$ cat src/tfe_pkg.sv
// constants shared by the translation and float exception unit
// assumes a 32-bit integer core and single-precision default results
// Contract
// - clean-page store: general vector, store-clean code
// - clean-page store records address and process id
// - return address, branch when in delay slot
// - exception entry shifts mode/enable stack, clears current
// - user miss without match raises refill
// - refill uses its own vector
// - refill code: fetch/load or store miss
// - refill records address, id, valid random index
// - context register addresses the page table word
// - random write fills entry at random index
// - probe places matching index in index register
// - indexed write fills entry at index register
// - per-type trap enable: trap or flag only
// - trap keeps state; otherwise substitute value written
// - five flag types; unimplemented always traps (code traps it only while fpIntEnable is high)
// - float exception sets flag, sticky, maybe interrupt
// - float trap: cause external interrupt, trap address
// - sticky held until software writes control word
// - defaults: quiet NaN, signed infinity
// - overflow default from rounding mode and sign
// - underflow never flagged; unimplemented instead
package tfe_pkg;
    localparam logic [31:0] GEN_VECTOR    = 32'h8000_0080;
    localparam logic [31:0] REFILL_VECTOR = 32'h8000_0000;
    localparam logic [4:0]  CODE_INT      = 5'h00;
    localparam logic [4:0]  CODE_CLEAN    = 5'h01;
    localparam logic [4:0]  CODE_FETCH    = 5'h02;
    localparam logic [4:0]  CODE_STORE    = 5'h03;
    // entry-low flag positions and instruction step
    localparam int LO_VALID = 9;
    localparam int LO_DIRTY = 10;
    localparam logic [31:0] INSTR_STEP    = 32'h0000_0004;
    // float flag positions: inexact, underflow, overflow, divzero, invalid, unimpl
    localparam int FL_I = 0;
    localparam int FL_U = 1;
    localparam int FL_O = 2;
    localparam int FL_Z = 3;
    localparam int FL_V = 4;
    localparam int FL_E = 5;
    // control word layout
    localparam int CSR_RM_LO   = 0;
    localparam int CSR_STK_LO  = 2;
    localparam int CSR_EN_LO   = 7;
    localparam int CSR_EXC_LO  = 12;
    // entry-high and context layout
    localparam int HI_PID_LO   = 6;
    localparam int HI_VPN_LO   = 12;
    localparam int CTX_BADV_LO = 2;
    localparam int CTX_BASE_LO = 21;
    localparam logic [5:0] RANDOM_RESET = 6'h3f;
    localparam logic [5:0] RANDOM_FLOOR = 6'h08;
    localparam logic [31:0] QNAN        = 32'h7fbf_ffff;
    localparam logic [31:0] POS_INF     = 32'h7f80_0000;
    localparam logic [31:0] MAX_FIN     = 32'h7f7f_ffff;
    localparam logic [1:0]  RM_NEAR     = 2'h0;
    localparam logic [1:0]  RM_ZERO     = 2'h1;
    localparam logic [1:0]  RM_PLUS     = 2'h2;
    localparam logic [1:0]  RM_MINUS    = 2'h3;
    localparam logic [31:0] CSR_ADDR    = 32'h0000_0000;
    localparam logic [31:0] RESP_ADDR   = 32'h0000_0004;
    localparam logic [1:0]  RESP_OKAY   = 2'h0;
    localparam logic [1:0]  RESP_SLVERR = 2'h2;
    typedef enum logic [1:0] {TFE_NONE, TFE_FETCH, TFE_LOAD, TFE_STORE} tfe_access_type;
endpackage

$ cat src/tfe_unit.sv
// translation exception recording, translation buffer and float flags
// assumes core drives access requests and instruction strobes on core_clk
`timescale 1ns/1ps
module tfe_unit #(
    parameter int ENTRIES = 64
) (
    input  wire logic                    core_clk,
    input  wire logic                    reset,
    input  wire tfe_pkg::tfe_access_type accKind,
    input  wire logic [31:0]             accAddr,
    input  wire logic [31:0]             accPc,
    input  wire logic                    accInDelay,
    input  wire logic                    probeCmd,
    input  wire logic                    writeIndexCmd,
    input  wire logic                    writeRandomCmd,
    input  wire logic                    hiWrite,
    input  wire logic                    loWrite,
    input  wire logic                    indexWrite,
    input  wire logic                    ctxWrite,
    input  wire logic [31:0]             swData,
    input  wire logic                    fpDone,
    input  wire logic [5:0]              fpCond,
    input  wire logic                    fpSign,
    input  wire logic [31:0]             fpResult,
    input  wire logic [31:0]             fpPc,
    input  wire logic                    fpIntEnable,
    input  wire logic                    awvalid,
    output logic                         awready,
    input  wire logic [31:0]             awaddr,
    input  wire logic                    wvalid,
    output logic                         wready,
    input  wire logic [31:0]             wdata,
    input  wire logic [3:0]              wstrb,
    output logic                         bvalid,
    input  wire logic                    bready,
    output logic [1:0]                   bresp,
    input  wire logic                    arvalid,
    output logic                         arready,
    input  wire logic [31:0]             araddr,
    output logic                         rvalid,
    input  wire logic                    rready,
    output logic [31:0]                  rdata,
    output logic [1:0]                   rresp,
    output logic                         excTake_r,
    output logic [31:0]                  excVector_r,
    output logic [4:0]                   exception_code_field_r,
    output logic                         delaySlotFlag_r,
    output logic [31:0]                  excPc_r,
    output logic [31:0]                  bad_virtual_address_r,
    output logic [31:0]                  context_r,
    output logic [31:0]                  transHigh_r,
    output logic [31:0]                  transLow_r,
    output logic [5:0]                   random_r,
    output logic [31:0]                  index_r,
    output logic [5:0]                   statusStack_r,
    output logic                         fpIrq_r,
    output logic                         fpWriteDest_r,
    output logic [31:0]                  fpDest_r
);
    import tfe_pkg::*;

    localparam int IW = $clog2(ENTRIES);

    // index and random fields are six bits wide
    if (ENTRIES != 64) begin : gBadEntries
        $error("tfe_unit serves 64 entries only");
    end

    logic [31:0] tagMem [ENTRIES];
    logic [31:0] dataMem [ENTRIES];
    logic        vpnHit  [ENTRIES];
    logic        hiHit   [ENTRIES];
    logic        hit;
    logic        hiAny;
    logic [IW-1:0] hitIdx;
    logic [IW-1:0] hiIdx;
    logic [31:0] csr_r;
    logic [31:0] csr_nxt;
    logic        trapTake;
    logic [5:0]  cond;
    logic [4:0]  enables;
    logic        missEv;
    logic        cleanEv;
    logic        invalidEv;
    logic        isUser;
    logic        awSeen_r;
    logic        wSeen_r;
    logic [31:0] wAddr_r;
    logic [31:0] wData_r;
    logic [3:0]  wStrb_r;

    // associative compare against access address and entry-high register
    genvar g;
    generate
        for (g = 0; g < ENTRIES; g++) begin : gCmp
            assign vpnHit[g] = (tagMem[g][31:HI_VPN_LO] == accAddr[31:HI_VPN_LO]) &&
                               (tagMem[g][HI_VPN_LO-1:HI_PID_LO] == transHigh_r[HI_VPN_LO-1:HI_PID_LO]);
            assign hiHit[g]  = (tagMem[g][31:HI_PID_LO] == transHigh_r[31:HI_PID_LO]);
        end
    endgenerate

    always_comb begin
        hit = 1'b0;
        hitIdx = '0;
        hiAny = 1'b0;
        hiIdx = '0;
        for (int i = 0; i < ENTRIES; i++) begin
            if (vpnHit[i]) begin
                hit = 1'b1;
                hitIdx = IW'(i);
            end
            if (hiHit[i]) begin
                hiAny = 1'b1;
                hiIdx = IW'(i);
            end
        end
    end

    assign isUser    = (accKind != TFE_NONE) && !accAddr[31];
    assign missEv    = isUser && !hit;
    assign invalidEv = isUser && hit && !dataMem[hitIdx][LO_VALID];
    assign cleanEv   = isUser && hit && dataMem[hitIdx][LO_VALID] && !dataMem[hitIdx][LO_DIRTY] &&
                       (accKind == TFE_STORE);

    // translation exceptions
    always_ff @(posedge core_clk or posedge reset) begin
        if (reset) begin
            excTake_r <= 1'b0;
            excVector_r <= '0;
            exception_code_field_r <= '0;
            delaySlotFlag_r <= 1'b0;
            excPc_r <= '0;
            bad_virtual_address_r <= '0;
            statusStack_r <= '0;
        end else begin
            excTake_r <= missEv || invalidEv || cleanEv || trapTake;
            if (missEv || invalidEv || cleanEv) begin
                excVector_r <= missEv ? REFILL_VECTOR : GEN_VECTOR;
                exception_code_field_r <= cleanEv ? CODE_CLEAN :
                             (accKind == TFE_STORE) ? CODE_STORE : CODE_FETCH;
                excPc_r <= accInDelay ? accPc - INSTR_STEP : accPc;
                delaySlotFlag_r <= accInDelay;
                bad_virtual_address_r <= accAddr;
                statusStack_r <= {statusStack_r[3:0], 2'b00};
            end else if (trapTake) begin
                excVector_r <= GEN_VECTOR;
                exception_code_field_r <= CODE_INT;
                excPc_r <= fpPc;
                delaySlotFlag_r <= 1'b0;
                statusStack_r <= {statusStack_r[3:0], 2'b00};
            end
        end
    end

    // context, entry registers, index, random
    always_ff @(posedge core_clk or posedge reset) begin
        if (reset) begin
            context_r <= '0;
            transHigh_r <= '0;
            transLow_r <= '0;
            index_r <= '0;
            random_r <= RANDOM_RESET;
        end else begin
            random_r <= (random_r == RANDOM_FLOOR) ? RANDOM_RESET : random_r - 6'h01;
            if (missEv || invalidEv || cleanEv) begin
                context_r <= {context_r[31:CTX_BASE_LO], accAddr[30:HI_VPN_LO], 2'b00};
                transHigh_r <= {accAddr[31:HI_VPN_LO], transHigh_r[HI_VPN_LO-1:0]};
            end else begin
                if (ctxWrite) context_r <= {swData[31:CTX_BASE_LO], context_r[CTX_BASE_LO-1:0]};
                if (hiWrite) transHigh_r <= swData;
                if (loWrite) transLow_r <= swData;
            end
            if (probeCmd) index_r <= {!hiAny, {(31 - IW){1'b0}}, hiIdx};
            else if (indexWrite) index_r <= swData;
        end
    end

    always_ff @(posedge core_clk) begin
        if (writeRandomCmd) begin
            tagMem[random_r] <= transHigh_r;
            dataMem[random_r] <= transLow_r;
        end else if (writeIndexCmd) begin
            tagMem[index_r[IW-1:0]] <= transHigh_r;
            dataMem[index_r[IW-1:0]] <= transLow_r;
        end
    end

    // float flags: underflow folds into unimplemented
    always_comb begin
        cond = fpCond;
        if (fpCond[FL_U]) cond[FL_E] = 1'b1;
        cond[FL_U] = 1'b0;
        if (fpCond[FL_O]) cond[FL_I] = 1'b1;
        enables = csr_r[CSR_EN_LO +: 5];
    end

    assign trapTake = fpDone && fpIntEnable &&
                      (cond[FL_E] || |(cond[4:0] & enables));

    always_comb begin
        csr_nxt = csr_r;
        if (awSeen_r && wSeen_r && wAddr_r == CSR_ADDR) begin
            for (int b = 0; b < 4; b++) begin
                if (wStrb_r[b]) csr_nxt[b*8 +: 8] = wData_r[b*8 +: 8];
            end
        end
        if (fpDone) begin
            csr_nxt[CSR_EXC_LO +: 6] = cond;
            csr_nxt[CSR_STK_LO +: 5] = csr_nxt[CSR_STK_LO +: 5] | cond[4:0];
        end
    end

    always_ff @(posedge core_clk or posedge reset) begin
        if (reset) begin
            csr_r <= '0;
            fpIrq_r <= 1'b0;
            fpWriteDest_r <= 1'b0;
            fpDest_r <= '0;
        end else begin
            csr_r <= csr_nxt;
            fpIrq_r <= fpIntEnable && (csr_nxt[CSR_EXC_LO + FL_E] ||
                       |(csr_nxt[CSR_EXC_LO +: 5] & csr_nxt[CSR_EN_LO +: 5]));
            fpWriteDest_r <= fpDone && !trapTake;
            if (fpDone && !trapTake) begin
                if (cond[FL_V]) fpDest_r <= QNAN;
                else if (cond[FL_Z]) fpDest_r <= {fpSign, POS_INF[30:0]};
                else if (cond[FL_O]) begin
                    case (csr_r[CSR_RM_LO +: 2])
                        RM_NEAR:  fpDest_r <= {fpSign, POS_INF[30:0]};
                        RM_ZERO:  fpDest_r <= {fpSign, MAX_FIN[30:0]};
                        RM_PLUS:  fpDest_r <= fpSign ? {1'b1, MAX_FIN[30:0]} : POS_INF;
                        RM_MINUS: fpDest_r <= fpSign ? {1'b1, POS_INF[30:0]} : MAX_FIN;
                        default:  fpDest_r <= POS_INF;
                    endcase
                end else fpDest_r <= fpResult;
            end
        end
    end

    // register bus slave: control word at CSR_ADDR
    always_ff @(posedge core_clk or posedge reset) begin
        if (reset) begin
            awSeen_r <= 1'b0;
            wSeen_r <= 1'b0;
            wAddr_r <= '0;
            wData_r <= '0;
            wStrb_r <= '0;
            awready <= 1'b0;
            wready <= 1'b0;
            bvalid <= 1'b0;
            bresp <= RESP_OKAY;
            arready <= 1'b0;
            rvalid <= 1'b0;
            rdata <= '0;
            rresp <= RESP_OKAY;
        end else begin
            awready <= !awSeen_r && !awready && awvalid && !bvalid;
            wready <= !wSeen_r && !wready && wvalid && !bvalid;
            if (awvalid && awready) begin
                awSeen_r <= 1'b1;
                wAddr_r <= awaddr;
            end
            if (wvalid && wready) begin
                wSeen_r <= 1'b1;
                wData_r <= wdata;
                wStrb_r <= wstrb;
            end
            if (awSeen_r && wSeen_r) begin
                awSeen_r <= 1'b0;
                wSeen_r <= 1'b0;
                bvalid <= 1'b1;
                bresp <= (wAddr_r == CSR_ADDR) ? RESP_OKAY : RESP_SLVERR;
            end else if (bvalid && bready) begin
                bvalid <= 1'b0;
            end
            arready <= !arready && arvalid && !rvalid;
            if (arvalid && arready) begin
                rvalid <= 1'b1;
                rresp <= (araddr == CSR_ADDR || araddr == RESP_ADDR) ? RESP_OKAY : RESP_SLVERR;
                rdata <= (araddr == CSR_ADDR) ? csr_r :
                         (araddr == RESP_ADDR) ? {26'h0, random_r} : '0;
            end else if (rvalid && rready) begin
                rvalid <= 1'b0;
            end
        end
    end

    refill_vector_a: assert property (@(posedge core_clk) disable iff (reset)
        missEv |=> excTake_r && excVector_r == REFILL_VECTOR) else $error("refill vector wrong");
    clean_code_a: assert property (@(posedge core_clk) disable iff (reset)
        cleanEv |=> exception_code_field_r == CODE_CLEAN && excVector_r == GEN_VECTOR) else $error("clean code wrong");
    delay_pc_a: assert property (@(posedge core_clk) disable iff (reset)
        (missEv && accInDelay) |=> delaySlotFlag_r && excPc_r == $past(accPc) - INSTR_STEP)
        else $error("delay slot pc wrong");
    stack_shift_a: assert property (@(posedge core_clk) disable iff (reset)
        (missEv || cleanEv) |=> statusStack_r[1:0] == 2'b00 && statusStack_r[5:2] == $past(statusStack_r[3:0]))
        else $error("stack not shifted");
    bad_addr_a: assert property (@(posedge core_clk) disable iff (reset)
        (missEv || cleanEv) |=> bad_virtual_address_r == $past(accAddr)) else $error("address not captured");
    miss_code_a: assert property (@(posedge core_clk) disable iff (reset)
        (missEv && accKind == TFE_STORE) |=> exception_code_field_r == CODE_STORE) else $error("store miss code");
    random_range_a: assert property (@(posedge core_clk) disable iff (reset)
        random_r >= RANDOM_FLOOR) else $error("random out of range");
    no_under_a: assert property (@(posedge core_clk) disable iff (reset)
        (fpDone && !(awSeen_r && wSeen_r)) |=> !csr_r[CSR_EXC_LO + FL_U] &&
        csr_r[CSR_STK_LO + FL_U] == $past(csr_r[CSR_STK_LO + FL_U])) else $error("underflow flag set");
    fp_trap_a: assert property (@(posedge core_clk) disable iff (reset)
        (trapTake && !missEv && !cleanEv && !invalidEv) |=> exception_code_field_r == CODE_INT && excPc_r == $past(fpPc))
        else $error("float trap cause wrong");
    div_default_a: assert property (@(posedge core_clk) disable iff (reset)
        (fpDone && !trapTake && cond[FL_Z] && !cond[FL_V]) |=> fpWriteDest_r && fpDest_r[31] == $past(fpSign)
        && fpDest_r[30:0] == POS_INF[30:0]) else $error("divide default wrong");
endmodule

$ cat config.mk
export PLATFORM = sky130hd
export DESIGN_NAME = tfe_unit
export DESIGN_NICKNAME = d
export VERILOG_FILES = /design/src/tfe_pkg.sv /design/src/tfe_unit.sv
export SDC_FILE = /design/constraint.sdc
export NUM_CORES = 2
export LEC_CHECK = 0
export ABC_AREA = 0
export BUFFER_PORTS_ARGS = -buffer_cell sky130_fd_sc_hd__buf_2
export CORE_UTILIZATION = 60
export CTS_BUF_LIST = sky130_fd_sc_hd__clkbuf_2 sky130_fd_sc_hd__clkbuf_4 sky130_fd_sc_hd__clkbuf_8
export DETAILED_ROUTE_END_ITERATION = 6
export MAX_ROUTING_LAYER = met4
export PLACE_DENSITY_LB_ADDON = 0.3
export SLEW_MARGIN = 40
export SYNTH_ARGS = -nofsm -noshare
export SYNTH_HDL_FRONTEND = slang
export SYNTH_SLANG_ARGS = --single-unit
$ cat constraint.sdc
create_clock -name core_clk -period 18.7 [get_ports core_clk]
set_clock_uncertainty 0.1 [all_clocks]
set_input_delay 3.74 -clock core_clk [delete_from_list [all_inputs] [get_ports core_clk]]
set_output_delay 3.74 -clock core_clk [all_outputs]
set_load 0.01 [all_outputs]
==> qor.txt <==
DRT Pass-1 Iters - 7
Final std cells w/o fill - 11400
Row count - 154
Arrival time worst endpoint - 11.94 ns
Min-delay src - arready$_DFF_PP0_
Critical Path Start Type - primary input
Pwr/cell area - 95.0 nW/µm²
Proportion of power drawn by flip-flops and latches - 0.492
FFs w/ async S/R, synth - 0.167
Pins Over Slew Limit - 0
Hold Path Cell Cnt - 1
TritonCTS buffer count - 367
Min-Delay Path Class - reg2reg
NetSw - 3.17 mW
Port Buffer Count - 560
Final layout net count - 9023
DR vias - 73200
Final TNS setup - 0 ns
Post-CTS setup buffer count - 0
Crit-path max FO - 63
Comb power frac - 0.140
Area of the multi-input gates - 42300 µm²
R2R cell count - 19
Die H - 425 µm
Switch share - 0.277
CP top delay family - buffers and inverters
Initial DRC Count - 10000
Largest net degree at the start of global routing - 148
Clock buffer depth - 4
P&R area growth vs syn - 12.4%
Ys Warns - 0
PostCTS Resize Cnt - 0
Max-cap violations - 0
Clk root buf - clkbuf_8
ANT nets after route - 0
Initial Util - 0.607
Fmax - 90.4 MHz
WL final - 359000 µm
Worst path buffer plus inverter count - 6
Via-to-Cell Ratio - 6.43
Worst reg2reg startpoint - transHigh_r[11]$_DFFE_PP0P_
Worst path max stage delay - 0.71 ns
Peak VDD IR - 114 µV
Register area share after synthesis - 0.585
Flop-to-flop setup slack - 9.82 ns
Least-Margin Pin Slew - 0.963 ns
Ports - 604
Die ar. - 181000 µm²
Status - finished with violations
Worst-Skew Late Latency - 1.13 ns
Cell count after synthesis - 8011
Clk pwr share - 0.368
Final Hold Viols - 0
Die Wd - 425 µm
Violated checks - design-rule violations
Slowest CP cell - buf_4
Ys flop type - edfxtp_1
CTS tree - done
Routed len/inst - 31.5 µm
Post-synth EDFFs - 1792
Hold EP - arready$_DFF_PP0_
HPWL Detailed - 233000 µm
Final setup viols - 0
First-pass GRT wire length - 507000 µm
Worst Path Required - 19.58 ns
Power Total - 11.5 mW
Cell Int Power - 8.29 mW
H-tree depth - 5
Commonest non-fill, non-tap cells in the layout - 1792 x edfxtp_1, 1490 x xnor2_1, 1486 x xor2_1
Hold buffer count at cts - 0
Cells along the critical path - buf_6 > buf_4 > buf_4 > xor2_1 > nor4_1 > nand3_1 > nor4_1 > buf_4 > or2_1 > o221ai_1 > a221oi_2 > a211o_1 > nand3_2 > mux2i_1 > a221o_1 > a211oi_1 > nor4b_4 > buf_4 > o31ai_4 > buf_6 > mux2_1
Proportion of layout cells with a drive suffix above 1 - 0.183
Crit Path Class - in2reg
CTS sink count - 2150
GRT Resource Usage Total - 0.404
Netlist cell types - 93
DRC violations left - 5
RSZ-0062 raised after global routing - no
Cell area after synthesis - 107000 µm²
Setup crit end kind - register
Core area - 177000 µm²
Most common cell after layout, fill and taps aside - edfxtp_1
Min Tclk post-route - 11.06 ns
Reg area - 62900 µm²
Grt total ovfl - 0
Avg Cell Area, Syn - 13.4 µm²
Antenna violations before repair - 31
Cells after DPL - 10700
Slew Limit Headroom - 0.358
LEAKAGE - 42.1 nW
FF+latch count, synth - 2150
Vias in the first global route - 71900
Fin crit share - 0.592
Fill cells - 12400
RePlAce Congestion - 0.997
Most used cell along the critical path - buf_4
Worst flop-to-flop path endpoint - bad_virtual_address_r[19]$_DFFE_PP0P_
Final core occ - 0.682
CTS clock-pin slew for the worst setup and hold paths - 0.06 ns
==> stage by stage <==
stage	hold slack (ns)	instance area [µm²]	setup WS, ns
3_5_place_dp	0.361	113000	6.83
2_1_floorplan	0.361	107000	4.94
6_report	0.371	121000	7.64
3_3_place_gp	0.342	113000	6.15
4_1_cts	0.368	120000	7.97
5_1_grt	0.376	121000	7.60
==> power by group through the flow <==
stage / clock network [mW] / registers, mW / logic (mW)
5_1_grt: 4.44 / 5.65 / 1.68
4_1_cts: 4.24 / 5.63 / 1.58
3_5_place_dp: 0 / 5.73 / 1.57
3_3_place_gp: 0 / 5.72 / 1.53
2_1_floorplan: 0 / 5.71 / 0.942
6_report: 4.21 / 5.64 / 1.60
==> synthesized netlist by cell type (6+ instances only) <==
library cell  count  area (µm²)
edfxtp_1       1792       53800
xnor2_1        1490       13100
xor2_1         1486       13000
nand4_1         434        2720
nor4_1          431        2700
dfrtp_1         352        8810
nor2_1          190         713
mux2i_1         150        1500
mux2_2          135        1520
buf_2           133         666
clkbuf_1        129         484
nand2_1         125         469
nor3_1          121         606
buf_4           117         878
nand3_1         105         526
buf_1            91         342
o21ai_0          70         350
inv_1            65         244
o31ai_1          65         488
o311ai_0         57         499
a21oi_1          54         270
mux2_1           37         417
a22o_1           27         236
a31oi_1          26         163
and4_1           24         210
nand2b_1         23         144
or4_1            22         165
buf_6            21         236
and2_1           20         125
a211oi_1         16         120
nor2b_1          14        87.6
a211o_1          13         114
or2_2            11        68.8
o211ai_1         10        75.1
nor3b_1           8        60.1
or3_1             8        50.1
nand3b_1          7        52.6
a2111o_1          6        67.6
a221oi_1          6        52.6
and3_1            6        37.5
dfstp_2           6         158
nor4_2            6        75.1
==> state kept, by name (all words and copies together), names as in the netlist, 2 cells and up <==
register                count
random_r                    6
transLow_r                 32
dataMem                   128
transHigh_r                32
excPc_r                    32
index_r                    32
context_r                  11
excVector_r                 2
wData_r                    32
fpDest_r                   32
tagMem                   1664
wAddr_r                    32
wStrb_r                     4
exception_code_field_r      2
csr_r                      32
rdata                      32
bad_virtual_address_r      32
==> final cells by class <==
type                    count  area share
diodes                     40    0.000830
clock buffers             486      0.0507
clock inverters           149     0.00786
inverters                  66     0.00218
multi-input cells        5346       0.351
flip-flops and latches   2150       0.521
well taps                2340      0.0243
repair buffers            804      0.0418
==> cell families after synthesis <==
| kind of cell | after synthesis | share of synthesized area |
|---|---|---|
| compound gates | 431 | 0.0297 |
| xor+xnor | 2976 | 0.243 |
| fa+ha+maj | 2 | 0.000233 |
| buf+inv | 557 | 0.0266 |
| flops | 2150 | 0.585 |
| mux | 322 | 0.0320 |
| other cells | 1 | 0.0000349 |
| simple gates | 1572 | 0.0836 |
==> worst reg2reg max path: cells and delay by family (launching register included) <==
kind	cells	cell delay, ns
AOI/OAI and AO/OA	5	2.54
muxes	2	0.65
DFF	1	0.70
buffers and inverters	4	2.04
xor gates and xnor gates	1	0.17
and+or+nand+nor	7	2.56
==> per-layer routing <==
layer	part of all wire	track usage	vias up
met4	0.064	0.226	0
met3	0.12	0.0856	1073
met5	0	-	-
met2	0.45	0.603	5179
li1	-	-	30400
met1	0.37	0.516	36500
==> how the worst max path moves through the flow <==
stage / startpoint / to / slack (ns) / cells past startpoint
after global routing: accAddr[23] / bad_virtual_address_r[24]$_DFFE_PP0P_ / 7.60 / 21
final: accAddr[23] / bad_virtual_address_r[19]$_DFFE_PP0P_ / 7.64 / 21
after detailed placement: accAddr[23] / bad_virtual_address_r[19]$_DFFE_PP0P_ / 6.83 / 21
after floorplan: reset / arready$_DFF_PP0_ / 4.94 / 1
after global placement: accAddr[23] / bad_virtual_address_r[21]$_DFFE_PP0P_ / 6.15 / 20
after CTS: accAddr[23] / bad_virtual_address_r[19]$_DFFE_PP0P_ / 7.97 / 21
No activity file was read; power rests on OpenSTA's default activity.
